$ cat config.mk
export PLATFORM = sky130hd
export DESIGN_NAME = timer_two
export DESIGN_NICKNAME = d
export VERILOG_FILES = /design/src/hdl/timer_two_pkg.sv /design/src/hdl/timer_two.sv
export SDC_FILE = /design/constraint.sdc
export NUM_CORES = 1
export LEC_CHECK = 0
export ABC_AREA = 1
export BUFFER_PORTS_ARGS = -buffer_cell sky130_fd_sc_hd__buf_2
export CAP_MARGIN = 25
export CORE_MARGIN = 1
export CORE_UTILIZATION = 30
export CTS_BUF_LIST = sky130_fd_sc_hd__clkbuf_16
export DETAILED_ROUTE_END_ITERATION = 10
export GPL_TIMING_DRIVEN = 0
export PLACE_DENSITY = 0.48
export RECOVER_POWER = 50
export SLEW_MARGIN = 20
export SYNTH_ARGS = -nofsm -noshare
export SYNTH_HDL_FRONTEND = slang
export SYNTH_SLANG_ARGS = --single-unit
$ cat constraint.sdc
create_clock -name core_clk_i -period 2.9 [get_ports core_clk_i]
set_input_delay 0.145 -clock core_clk_i [delete_from_list [all_inputs] [get_ports core_clk_i]]
set_output_delay 0.145 -clock core_clk_i [all_outputs]
set_load 0.01 [all_outputs]
$ cat src/hdl/timer_two_pkg.sv
package timer_two_pkg;

   // register bus
   localparam int unsigned ADDR_W = 8;
   localparam int unsigned DATA_W = 8;

   // register offsets
   localparam logic [7:0] CONTROL_OFS     = 8'hc8;
   localparam logic [7:0] MODE_OFS        = 8'hc9;
   localparam logic [7:0] CAPTURE_LOW_OFS = 8'hca;
   localparam logic [7:0] CAPTURE_HI_OFS  = 8'hcb;
   localparam logic [7:0] COUNT_LOW_OFS   = 8'hcc;
   localparam logic [7:0] COUNT_HI_OFS    = 8'hcd;
   localparam logic [7:0] SPEED_OFS       = 8'hce;

   // control register fields
   localparam int unsigned CTL_OVERFLOW_BIT = 7;
   localparam int unsigned CTL_EXT_FLAG_BIT = 6;
   localparam int unsigned CTL_RX_BAUD_BIT  = 5;
   localparam int unsigned CTL_TX_BAUD_BIT  = 4;
   localparam int unsigned CTL_TRIG_EN_BIT  = 3;
   localparam int unsigned CTL_RUN_BIT      = 2;
   localparam int unsigned CTL_SOURCE_BIT   = 1;
   localparam int unsigned CTL_CAPSEL_BIT   = 0;

   // mode register fields
   localparam int unsigned MOD_AUTO_CLR_HI  = 7;
   localparam int unsigned MOD_AUTO_CLR_LO  = 4;
   localparam int unsigned MOD_CAP_RST_BIT  = 3;
   localparam int unsigned MOD_CLK_OUT_BIT  = 1;
   localparam int unsigned MOD_DOWN_EN_BIT  = 0;
   localparam logic [7:0]  MOD_WRITE_MASK   = 8'hfb;

   // speed register field
   localparam int unsigned SPD_FAST_BIT     = 0;

   // reset values and the count maximum
   localparam logic [7:0]  CONTROL_RST      = 8'h00;
   localparam logic [7:0]  MODE_RST         = 8'h00;
   localparam logic [15:0] COUNT_RST        = 16'h0000;
   localparam logic [15:0] CAPTURE_RST      = 16'h0000;
   localparam logic [15:0] COUNT_MAX        = 16'hffff;

   // timing counts in core clocks per timer tick
   localparam int unsigned SLOW_DIV_CLKS    = 12;
   localparam int unsigned FAST_DIV_CLKS    = 4;
   localparam int unsigned BAUD_DIV_CLKS    = 2;

endpackage

$ cat src/hdl/timer_two.sv
`timescale 1ns/1ps

module timer_two
   import timer_two_pkg::*;
#(
   parameter int unsigned SLOW_DIV = SLOW_DIV_CLKS,
   parameter int unsigned FAST_DIV = FAST_DIV_CLKS
) (
   input  wire logic              core_clk_i,
   input  wire logic              rst_i,
   input  wire logic [ADDR_W-1:0] addr_i,
   input  wire logic [DATA_W-1:0] wdata_i,
   input  wire logic              wr_i,
   input  wire logic              rd_i,
   output logic      [DATA_W-1:0] rdata_o,
   input  wire logic              external_count_pin_i,
   input  wire logic              trigger_pin_i,
   input  wire logic              timer_one_overflow_i,
   input  wire logic              int_enable_i,
   input  wire logic [3:0]        ext_int_enter_i,
   output logic                   irq_o,
   output logic                   rx_baud_tick_o,
   output logic                   tx_baud_tick_o,
   output logic                   clock_out_o,
   output logic      [3:0]        ext_int_clear_o
);

   // elaboration-time refusal of divider values the four-bit prescaler cannot serve
   if (SLOW_DIV < 2 || SLOW_DIV > 16 || FAST_DIV < 2 || FAST_DIV > 16) begin : gen_bad_div
      $error("timer_two: divider values must lie between 2 and 16");
   end

   localparam logic [3:0] SLOW_LAST = 4'(SLOW_DIV - 1);
   localparam logic [3:0] FAST_LAST = 4'(FAST_DIV - 1);

   function automatic logic fell(input logic prev, input logic cur);
      fell = prev & ~cur;
   endfunction

   // register state
   logic        overflow_flag_q;
   logic        external_event_flag_q;
   logic        rx_baud_select_q;
   logic        tx_baud_select_q;
   logic        trigger_pin_enable_q;
   logic        run_control_q;
   logic        count_source_select_q;
   logic        capture_reload_select_q;
   logic [7:0]  mode_q;
   logic        internal_speed_select_q;
   logic [15:0] count_q;
   logic [15:0] count_d;
   logic [15:0] capture_q;
   logic [15:0] capture_d;
   logic [3:0]  presc_q;
   logic        half_q;

   // pin synchronisers, stage 3 only feeds edge detection
   logic cnt_s1_q;
   logic cnt_s2_q;
   logic cnt_s3_q;
   logic trig_s1_q;
   logic trig_s2_q;
   logic trig_s3_q;

   // bus decode
   wire wr_ctrl_w  = wr_i && (addr_i == CONTROL_OFS);
   wire wr_mode_w  = wr_i && (addr_i == MODE_OFS);
   wire wr_capl_w  = wr_i && (addr_i == CAPTURE_LOW_OFS);
   wire wr_caph_w  = wr_i && (addr_i == CAPTURE_HI_OFS);
   wire wr_cntl_w  = wr_i && (addr_i == COUNT_LOW_OFS);
   wire wr_cnth_w  = wr_i && (addr_i == COUNT_HI_OFS);
   wire wr_speed_w = wr_i && (addr_i == SPEED_OFS);

   wire [7:0] control_w = {overflow_flag_q, external_event_flag_q, rx_baud_select_q, tx_baud_select_q,
                           trigger_pin_enable_q, run_control_q, count_source_select_q,
                           capture_reload_select_q};

   wire [7:0] rdata_w = (addr_i == CONTROL_OFS)     ? control_w :
                        (addr_i == MODE_OFS)        ? mode_q :
                        (addr_i == CAPTURE_LOW_OFS) ? capture_q[7:0] :
                        (addr_i == CAPTURE_HI_OFS)  ? capture_q[15:8] :
                        (addr_i == COUNT_LOW_OFS)   ? count_q[7:0] :
                        (addr_i == COUNT_HI_OFS)    ? count_q[15:8] :
                        (addr_i == SPEED_OFS)       ? {7'h00, internal_speed_select_q} :
                                                      8'h00;

   // mode decode
   wire baud_w        = rx_baud_select_q | tx_baud_select_q;
   wire reload_mode_w = baud_w | ~capture_reload_select_q;
   wire down_en_w     = mode_q[MOD_DOWN_EN_BIT] & reload_mode_w & ~baud_w;
   wire down_w        = down_en_w & ~trig_s2_q;

   // tick generation
   wire [3:0] presc_last_w = internal_speed_select_q ? FAST_LAST : SLOW_LAST;
   wire presc_tick_w  = (presc_q == presc_last_w);
   wire cnt_fall_w    = fell(cnt_s3_q, cnt_s2_q);
   wire trig_fall_w   = fell(trig_s3_q, trig_s2_q);
   wire src_tick_w    = count_source_select_q ? cnt_fall_w : presc_tick_w;
   wire tick_w        = run_control_q & (baud_w ? half_q : src_tick_w);

   // events
   wire up_ovf_w   = tick_w & ~down_w & (count_q == COUNT_MAX);
   wire dn_ovf_w   = tick_w & down_w & (count_q == capture_q);
   wire ovf_w      = up_ovf_w | dn_ovf_w;
   wire edge_w     = trigger_pin_enable_q & trig_fall_w;
   wire cap_evt_w  = edge_w & ~baud_w & capture_reload_select_q;
   wire rel_evt_w  = edge_w & ~baud_w & ~capture_reload_select_q & ~down_en_w;
   wire tf_set_w   = ovf_w & ~baud_w;
   wire exf_set_w  = edge_w | (ovf_w & down_en_w);

   always_comb begin
      count_d = count_q;
      if (cap_evt_w && mode_q[MOD_CAP_RST_BIT]) begin
         count_d = COUNT_RST;
      end else if (rel_evt_w) begin
         count_d = capture_q;
      end else if (up_ovf_w) begin
         count_d = reload_mode_w ? capture_q : COUNT_RST;
      end else if (dn_ovf_w) begin
         count_d = COUNT_MAX;
      end else if (tick_w) begin
         count_d = down_w ? count_q - 16'h0001 : count_q + 16'h0001;
      end
      if (wr_cntl_w) begin
         count_d[7:0] = wdata_i;
      end
      if (wr_cnth_w) begin
         count_d[15:8] = wdata_i;
      end
   end

   always_comb begin
      capture_d = capture_q;
      if (cap_evt_w) begin
         capture_d = count_q;
      end
      if (wr_capl_w) begin
         capture_d[7:0] = wdata_i;
      end
      if (wr_caph_w) begin
         capture_d[15:8] = wdata_i;
      end
   end

   always_ff @(posedge core_clk_i) begin
      if (rst_i) begin
         cnt_s1_q  <= 1'b1;
         cnt_s2_q  <= 1'b1;
         cnt_s3_q  <= 1'b1;
         trig_s1_q <= 1'b1;
         trig_s2_q <= 1'b1;
         trig_s3_q <= 1'b1;
      end else begin
         cnt_s1_q  <= external_count_pin_i;
         cnt_s2_q  <= cnt_s1_q;
         cnt_s3_q  <= cnt_s2_q;
         trig_s1_q <= trigger_pin_i;
         trig_s2_q <= trig_s1_q;
         trig_s3_q <= trig_s2_q;
      end
   end

   always_ff @(posedge core_clk_i) begin
      if (rst_i || !run_control_q || presc_tick_w) begin
         presc_q <= 4'h0;
      end else begin
         presc_q <= presc_q + 4'h1;
      end
   end

   always_ff @(posedge core_clk_i) begin
      if (rst_i || !run_control_q || !baud_w) begin
         half_q <= 1'b0;
      end else begin
         half_q <= ~half_q;
      end
   end

   // flags: hardware set wins over a software clear in the same cycle
   always_ff @(posedge core_clk_i) begin
      if (rst_i) begin
         overflow_flag_q       <= CONTROL_RST[CTL_OVERFLOW_BIT];
         external_event_flag_q <= CONTROL_RST[CTL_EXT_FLAG_BIT];
      end else begin
         overflow_flag_q       <= (wr_ctrl_w ? wdata_i[CTL_OVERFLOW_BIT] : overflow_flag_q)
                                  | tf_set_w;
         external_event_flag_q <= (wr_ctrl_w ? wdata_i[CTL_EXT_FLAG_BIT] : external_event_flag_q)
                                  | exf_set_w;
      end
   end

   always_ff @(posedge core_clk_i) begin
      if (rst_i) begin
         rx_baud_select_q        <= CONTROL_RST[CTL_RX_BAUD_BIT];
         tx_baud_select_q        <= CONTROL_RST[CTL_TX_BAUD_BIT];
         trigger_pin_enable_q    <= CONTROL_RST[CTL_TRIG_EN_BIT];
         run_control_q           <= CONTROL_RST[CTL_RUN_BIT];
         count_source_select_q   <= CONTROL_RST[CTL_SOURCE_BIT];
         capture_reload_select_q <= CONTROL_RST[CTL_CAPSEL_BIT];
      end else if (wr_ctrl_w) begin
         rx_baud_select_q        <= wdata_i[CTL_RX_BAUD_BIT];
         tx_baud_select_q        <= wdata_i[CTL_TX_BAUD_BIT];
         trigger_pin_enable_q    <= wdata_i[CTL_TRIG_EN_BIT];
         run_control_q           <= wdata_i[CTL_RUN_BIT];
         count_source_select_q   <= wdata_i[CTL_SOURCE_BIT];
         capture_reload_select_q <= wdata_i[CTL_CAPSEL_BIT];
      end
   end

   always_ff @(posedge core_clk_i) begin
      if (rst_i) begin
         mode_q                  <= MODE_RST;
         internal_speed_select_q <= 1'b0;
      end else begin
         if (wr_mode_w) begin
            mode_q <= wdata_i & MOD_WRITE_MASK;
         end
         if (wr_speed_w) begin
            internal_speed_select_q <= wdata_i[SPD_FAST_BIT];
         end
      end
   end

   always_ff @(posedge core_clk_i) begin
      if (rst_i) begin
         count_q   <= COUNT_RST;
         capture_q <= CAPTURE_RST;
      end else begin
         count_q   <= count_d;
         capture_q <= capture_d;
      end
   end

   always_ff @(posedge core_clk_i) begin
      if (rst_i) begin
         rdata_o         <= 8'h00;
         irq_o           <= 1'b0;
         rx_baud_tick_o  <= 1'b0;
         tx_baud_tick_o  <= 1'b0;
         clock_out_o     <= 1'b0;
         ext_int_clear_o <= 4'h0;
      end else begin
         rdata_o         <= rd_i ? rdata_w : 8'h00;
         irq_o           <= int_enable_i & (overflow_flag_q | external_event_flag_q);
         rx_baud_tick_o  <= rx_baud_select_q ? up_ovf_w : timer_one_overflow_i;
         tx_baud_tick_o  <= tx_baud_select_q ? up_ovf_w : timer_one_overflow_i;
         clock_out_o     <= mode_q[MOD_CLK_OUT_BIT] ? (clock_out_o ^ ovf_w) : 1'b0;
         ext_int_clear_o <= mode_q[MOD_AUTO_CLR_HI:MOD_AUTO_CLR_LO] & ext_int_enter_i;
      end
   end

   // checks
   chk_overflow_sets_flag: assert property (@(posedge core_clk_i) disable iff (rst_i)
      (tick_w && !down_w && count_q == COUNT_MAX && !baud_w) |=> overflow_flag_q)
      else $error("overflow did not set the overflow flag");

   chk_down_match_flag: assert property (@(posedge core_clk_i) disable iff (rst_i)
      (tick_w && down_w && count_q == capture_q && !wr_cntl_w && !wr_cnth_w)
      |=> (overflow_flag_q && count_q == COUNT_MAX))
      else $error("down-count match did not set flag and reload maximum");

   chk_baud_no_flag: assert property (@(posedge core_clk_i) disable iff (rst_i)
      (baud_w && !overflow_flag_q && !wr_ctrl_w) |=> !overflow_flag_q)
      else $error("overflow flag set in baud-generator use");

   chk_flag_sticky: assert property (@(posedge core_clk_i) disable iff (rst_i)
      (overflow_flag_q && !wr_ctrl_w) |=> overflow_flag_q)
      else $error("hardware cleared the overflow flag");

   chk_edge_sets_ext: assert property (@(posedge core_clk_i) disable iff (rst_i)
      (trigger_pin_enable_q && trig_s3_q && !trig_s2_q) |=> external_event_flag_q)
      else $error("trigger edge did not set the external flag");

   chk_irq_from_flags: assert property (@(posedge core_clk_i) disable iff (rst_i)
      (int_enable_i && (overflow_flag_q || external_event_flag_q)) |=> irq_o)
      else $error("interrupt request missing while a flag is set");

   chk_sw_ext_irq: assert property (@(posedge core_clk_i) disable iff (rst_i)
      (wr_ctrl_w && wdata_i[CTL_EXT_FLAG_BIT]) ##1 int_enable_i |=> irq_o)
      else $error("software external flag did not raise the interrupt");

   chk_trigger_ignored: assert property (@(posedge core_clk_i) disable iff (rst_i)
      (!trigger_pin_enable_q && !wr_capl_w && !wr_caph_w) |=> $stable(capture_q))
      else $error("capture pair changed with the trigger pin disabled");

   chk_stop_holds: assert property (@(posedge core_clk_i) disable iff (rst_i)
      (!run_control_q && !wr_cntl_w && !wr_cnth_w && !cap_evt_w && !rel_evt_w) |=> $stable(count_q))
      else $error("count moved while the timer was stopped");

   chk_baud_rate: assert property (@(posedge core_clk_i) disable iff (rst_i)
      (tick_w && baud_w && run_control_q && !wr_ctrl_w) ##1 !wr_ctrl_w |-> !tick_w ##1 tick_w)
      else $error("baud-generator rate is not one tick every two clocks");

   chk_capture_copy: assert property (@(posedge core_clk_i) disable iff (rst_i)
      (cap_evt_w && !wr_capl_w && !wr_caph_w) |=> capture_q == $past(count_q))
      else $error("capture pair did not take the count");

   chk_capture_reset: assert property (@(posedge core_clk_i) disable iff (rst_i)
      (cap_evt_w && mode_q[MOD_CAP_RST_BIT] && !wr_cntl_w && !wr_cnth_w) |=> count_q == COUNT_RST)
      else $error("capture reset did not clear the count");

   chk_clock_out_off: assert property (@(posedge core_clk_i) disable iff (rst_i)
      !mode_q[MOD_CLK_OUT_BIT] |=> !clock_out_o)
      else $error("clock-out active while disabled");

   chk_auto_clear: assert property (@(posedge core_clk_i) disable iff (rst_i)
      (mode_q[MOD_AUTO_CLR_HI] && ext_int_enter_i[3]) |=> ext_int_clear_o[3])
      else $error("external interrupt 5 flag not cleared on entry");

   // reload, direction, flag and output-source checks
   chk_up_reload: assert property (@(posedge core_clk_i) disable iff (rst_i)
      (up_ovf_w && reload_mode_w && !wr_cntl_w && !wr_cnth_w)
      |=> count_q == $past(capture_q))
      else $error("overflow did not reload the count from the capture pair");

   chk_edge_reload: assert property (@(posedge core_clk_i) disable iff (rst_i)
      (rel_evt_w && !wr_cntl_w && !wr_cnth_w) |=> count_q == $past(capture_q))
      else $error("trigger edge did not reload the count");

   chk_count_down_dir: assert property (@(posedge core_clk_i) disable iff (rst_i)
      (tick_w && down_w && count_q != capture_q && !wr_cntl_w && !wr_cnth_w)
      |=> count_q == $past(count_q) - 16'h0001)
      else $error("down counting did not step the count down");

   chk_trigger_no_flag: assert property (@(posedge core_clk_i) disable iff (rst_i)
      (!trigger_pin_enable_q && !external_event_flag_q && !(ovf_w && down_en_w) && !wr_ctrl_w)
      |=> !external_event_flag_q)
      else $error("external flag set with the trigger pin disabled");

   chk_rx_source: assert property (@(posedge core_clk_i) disable iff (rst_i)
      rx_baud_select_q |=> rx_baud_tick_o == $past(up_ovf_w))
      else $error("receive time-base does not follow this timer overflow");

   chk_tx_source: assert property (@(posedge core_clk_i) disable iff (rst_i)
      !tx_baud_select_q |=> tx_baud_tick_o == $past(timer_one_overflow_i))
      else $error("transmit time-base does not follow timer 1 overflow");

   chk_clock_out_toggle: assert property (@(posedge core_clk_i) disable iff (rst_i)
      (mode_q[MOD_CLK_OUT_BIT] && ovf_w) |=> clock_out_o != $past(clock_out_o))
      else $error("clock-out did not toggle on overflow");

   chk_ext_on_down: assert property (@(posedge core_clk_i) disable iff (rst_i)
      dn_ovf_w |=> external_event_flag_q)
      else $error("down-count match did not set the external flag");

   chk_irq_flags_clear: assert property (@(posedge core_clk_i) disable iff (rst_i)
      !(overflow_flag_q || external_event_flag_q) |=> !irq_o)
      else $error("interrupt request raised with both flags clear");

endmodule

== Yosys cells after proc, flatten, opt, wreduce, memory -nomap -nowiden ==
Cells that the tools add are included.
W data, S select, Z words.
Storage, ports and cells
  output and inout bits: 16
  bits of input ports: 28
  memories kept: 0
  logic and storage cells: 122
  register bits: 75
  ROM bits: 0
  bits in latches: 0
  bits in writable memories: 0
Cells by class
  $lt $le $gt $ge: 0
  equality and inequality tests: 10
  add/subtract/negate cells: 3
  bitwise gates (word level): 36
  muxes and demuxes: 26
  div/mod/pow operators: 0
  multipliers: 0
  shifts and indexed selects: 0
  reductions and logical operators: 19
Operator list (number)
  $mux W16: 8
  $mux W8: 10
  $eq A8 B8 Y1 const B: 7
  $and A1 B1 Y1: 18
  $add A16 B1 Y16 const B: 1
  $eq A16 B16 Y1: 1
  $eq A16 B16 Y1 const B: 1
  $sub A16 B1 Y16 const B: 1
  $reduce_bool A6 Y1: 2
  $not A1 Y1: 9
  $logic_and A1 B1 Y1: 8
  $mux W1: 7
  $or A1 B1 Y1: 7
  $add A4 B1 Y4 const B: 1
  $and A4 B4 Y4: 1
  $eq A4 B4 Y1: 1
  $mux W4: 1
  $reduce_bool A2 Y1: 2
  $reduce_or A2 Y1: 2
  $logic_or A1 B1 Y1: 3
  $logic_not A1 Y1: 2
  $xor A1 B1 Y1: 1

== Longest topological paths before layout ==
  word-level depth: 12
  depth in mapped cells: 20
  depth with buffers taken out: 19

== Worst setup path before layout ==
No wires, ideal clock.
  kind: register to register
  from: register tx_baud_select_q
  to: register count_q[8]
  library setup time: 0.120 ns
  path buffers: 1
  stages on the path, launching flop included: 19
  path slack: 0.872 ns
  arrival time: 1.908 ns
  data required time: 2.780 ns
  cell sequence: dfxtp_1 -> nor2_4 -> buf_6 -> nand4_4 -> nand2_1 -> inv_1 -> ha_1 -> inv_1 -> nand2_1 -> nand4_1 -> nand2_1 -> a21oi_1 -> inv_1 -> nand2_1 -> nand3_1 -> nand2_1 -> nand2_1 -> nand2_1 -> a21oi_1
Between the ends
  cells in the longest elaborated chain, start to end: 12
  elaborated cells on any way between the ends: 28
Ends and longest elaborated chain
  start: declaration: RTL line timer_two.sv:44  | logic tx_baud_select_q;
  start signal: assignment: RTL line timer_two.sv:196  | tx_baud_select_q <= CONTROL_RST[CTL_TX_BAUD_BIT];
  start signal: assignment: RTL line timer_two.sv:203  | tx_baud_select_q <= wdata_i[CTL_TX_BAUD_BIT];
  $or A1 B1 Y1 (*): RTL line timer_two.sv:89  | wire baud_w = rx_baud_select_q | tx_baud_select_q;
  $or A1 B1 Y1: RTL line timer_two.sv:90  | wire reload_mode_w = baud_w | ~capture_reload_select_q;
  $and A1 B1 Y1 (2 in a row): RTL line timer_two.sv:91  | wire down_en_w = mode_q[MOD_DOWN_EN_BIT] & reload_mode_w & ~baud_w;
  $and A1 B1 Y1: RTL line timer_two.sv:92  | wire down_w = down_en_w & ~trig_s2_q;
  $mux W16, or another cell as far along: RTL line timer_two.sv:123  | count_d = down_w ? count_q - 16'h0001 : count_q + 16'h0001;
  $mux W16, or another cell as far along: RTL line timer_two.sv:122  | end else if (tick_w) begin
  $mux W16 / $and A1 B1 Y1 (equally long branches): RTL line timer_two.sv:120, timer_two.sv:103
  $mux W16: RTL line timer_two.sv:118  | end else if (up_ovf_w) begin
  $mux W16: RTL line timer_two.sv:116  | end else if (rel_evt_w) begin
  $mux W16: RTL line timer_two.sv:114  | if (cap_evt_w && mode_q[MOD_CAP_RST_BIT]) begin
  $mux W8: RTL line timer_two.sv:128  | if (wr_cnth_w) begin
  end signal: assignment: RTL line timer_two.sv:230  | count_q <= count_d;
  end: declaration: RTL line timer_two.sv:51  | logic [15:0] count_q;
Mark *: on every way between the ends. The rest lies on a longest branch, timed or not. The select of a mux whose other input is x is not followed.
A chain may end at the register's enable or synchronous reset.

== Worst setup path after layout ==
Ends and elaborated chain as after synthesis.

==> metrics.md <==
| Metric | Value |
|---|---|
| Crit-path max FO | 10 |
| Antenna violations before repair | 0 |
| Sequential element share of the synthesized area | 30.51% |
| Final setup TNS | 0 ns |
| Synth top area cells | dfxtp_1 31%, nand2_1 15%, a21oi_1 8.3%, o21ai_0 7.4%, inv_1 6.8% |
| Startpoint types | flip-flop |
| Most frequent CP cell | nand2_1 |
| RSZ-0062 raised after global routing | false |
| Flop pwr share | 40.9% |
| Worst-Skew Late Latency | 0.34 ns |
| Std cell rows | 46 |
| Combinational share of power | 4.1% |
| Share of the synthesized area in the top cell type | 30.51% |
| Top cells by count, synth | 202 x nand2_1, 89 x inv_1, 82 x a21oi_1 |
| Remaining global-route overflow | 0 |
| Yosys reg bits | 75 |
| H-tree levels | 3 |
| Post-DP HPWL | 14.33 mm |
| IO Pins | 44 |
| Total Routing Usage GR | 23.07% |
| Critical path buffers and inverters | 4 |
| GPL Wtd Cong | 0.9205 |
| Final count of hold timing violations | 0 |
| Postcts setup bufs | 0 |
| Antenna cell count | 0 |
| Crit-path cells | nor2_4 > buf_6 > nand4_4 > nand2_1 > inv_1 > ha_1 > inv_1 > nand2_1 > nand4_1 > nand2_1 > a21oi_1 > inv_1 > nand2_1 > nand3_1 > nand2_1 > nand2_1 > nand2_1 > a21oi_1 |
| Mapped Cells | 765 |
| Die Span Y | 130.1 µm |
| Clock tree buffer depth | 2 |
| Vias per inst | 5.263 |
| P_leak | 0.002274 µW |
| Die ar. | 16,920 µm² |
| Avg Inst Size Synth | 6.433 µm² |
| CTS tree | built |
| Final Max Slew Viols | 0 |
| Via count | 5,473 |
| Outcome | complete, no violations |
| Tmin final | 2.485 ns |
| Reg area | 1501 µm² |
| Vias in the first global route | 4,926 |
| Largest net degree at the start of global routing | 14 |
| Filler instances | 1,835 |
| Area leader, netlist | dfxtp_1 |
| Fin util | 36.05% |
| Num CTS Buffers | 9 |
| Clock share of power | 55.0% |
| Detailed Routing Iterations Pass 1 | 5 |
| Prevailing post-synth register cell | dfxtp_1 |
| Fin crit share | 85.68% |
| Final WL | 18.81 mm |
| Total power | 2542 µW |
| EDFF count, synth | 0 |
| Slew headroom | 43.32% |
| Cell family with most CP delay | simple AND/OR/NAND/NOR gates |
| Syn Nets | 795 |
| PortBufs | 41 |
| Top-count cell post-synth | nand2_1 |
| Crit path required time | 3.14 ns |
| DRT iter0 DRCs | 498 |
| DRT antenna net count | 0 |
| Area taken by multi-input logic gates | 2910 µm² |
| Worst hold path class | in -> reg |
| Critical Path AT | 2.72 ns |
| Area delta synth->final | 16.78% |
| Area of the core | 15,940 µm² |
| Share of cells above drive strength 1 | 10.56% |
| Worst Tran Pin Value | 0.8424 ns |
| Final setup viols | 0 |
| Post-synth ARST share | 0% |
| Maximum vdd drop | 0.0002846 V |
| YS warnings | 0 |
| Switching Fraction | 21.65% |
| DRC violations left | 0 |
| Crit Path Class | reg -> reg |
| Fmax achieved | 0.4025 GHz |
| First-pass GRT wire length | 28.95 mm |
| Starting Density | 30.87% |
| Root Driver | clkbuf_16 |
| Power per standard cell area | 442.3 nW/µm² |
| Mapped cell area | 4921 µm² |
| Final Skew | 0.01109 ns |
| Die W | 130.1 µm |
| Final #Nets | 849 |
| Fin worst setup slack | 0.4153 ns |
| Max_cap viols | 0 |
| WL/cell | 18.08 µm |
| Clk slew on worst S/H paths | 0.07 ns |
| Slowest CP cell | dfxtp_1 |
| Internal power | 1992 µW |
| CTS sink count | 75 |
| Switch Pwr | 550.4 µW |
| DP Worst Slack | 0.3761 ns |
| WHS | 0.02039 ns |
| Post-synth cell types | 46 |
| Nature of the critical path endpoint | flip-flop |
| Slowest stage delay, CP | 0.36 ns |
## registers in the layout, summed over array words and instances (netlist names), 4 cells and up
signal,count
mode_q,7
ext_int_clear_o,4
rdata_o,8
count_q,16
capture_q,16
presc_q,4
## logic make-up after synthesis
group                    Yosys count  synth area share [%]
buffers and inverters            123                 10.04
AO/OA/AOI/OAI                    198                 23.04
flip-flops                        75                 30.51
adder cells (fa/ha/maj)            2                0.5084
AND/OR/NAND/NOR                  356                 33.94
XOR/XNOR                          11                 1.958
## timing repair
item,in CTS,in global routing
resized for setup,0,0
hold buffers,2,0
endpoints found under the hold margin,2,0
## layer usage
layer  GRT usage [%]  vias to the layer above  wire length [µm]
met2           34.01                      207              8183
met3           4.428                       26              1390
met1           33.87                     2559              8886
li1                -                     2681                 -
met4           6.156                        0               347
met5               0                        -                 0
## stage by stage
stage	cells	instance area, µm²
final	1040	5747
after global routing	1040	5747
after CTS	1040	5783
after detailed placement	1022	5396
after global placement	1022	5396
after floorplan	765	4921
## cell usage in the layout (no fill, tap or decap), types with 4 or more instances in the layout
cell type,instances
nand2_2,5
buf_2,26
o22ai_1,7
or2_2,5
xor2_1,6
dfxtp_1,75
o21ai_0,73
inv_2,7
nor2_1,43
clkbuf_1,33
nand3_1,44
inv_1,90
clkinv_1,5
a31oi_1,9
xnor2_1,5
buf_6,4
a41oi_1,10
nand2_1,202
clkbuf_16,9
nand4_1,22
nor2_4,5
nor3_1,9
a21oi_1,82
bufinv_16,4
## path summary, 6_finish.rpt
check	start	endpoint	slack (ns)	cells after the start
hold / removal	ext_int_enter_i[2]	ext_int_clear_o[2]	0.02	3
setup / recovery	tx_baud_select_q	count_q[8]	0.42	18
hold reg to reg	cnt_s1_q	cnt_s2_q	0.41	1
setup reg to reg	tx_baud_select_q	count_q[8]	0.42	18
## power groups by stage
stage	Combinational, µW	Clock [µW]	Sequential [µW]
final	105	1400	1040
after global routing	113	1460	1040
after CTS	106	1420	1040
after detailed placement	103	0	1060
after global placement	104	0	1060
after floorplan	42.9	0	1060
## layout make-up
class,count,share of cell area (%)
Buffer,22,2.003
Inverter,101,6.597
Clock inverter,7,2.460
Timing Repair Buffer,43,3.549
Sequential cell,75,26.13
Clock buffer,9,3.919
Multi-Input combinational cell,567,50.64
Tap cell,216,4.703
## worst reg2reg max path, stage by stage, from the launching register on
cell and delay, ns:
dfxtp_1 0.36, nor2_4 0.29, buf_6 0.23, nand4_4 0.13
nand2_1 0.10, inv_1 0.04, ha_1 0.16, inv_1 0.05
nand2_1 0.07, nand4_1 0.14, nand2_1 0.12, a21oi_1 0.18
inv_1 0.06, nand2_1 0.05, nand3_1 0.12, nand2_1 0.09
nand2_1 0.05, nand2_1 0.09, a21oi_1 0.06
No activity file was read; power rests on OpenSTA's default activity.
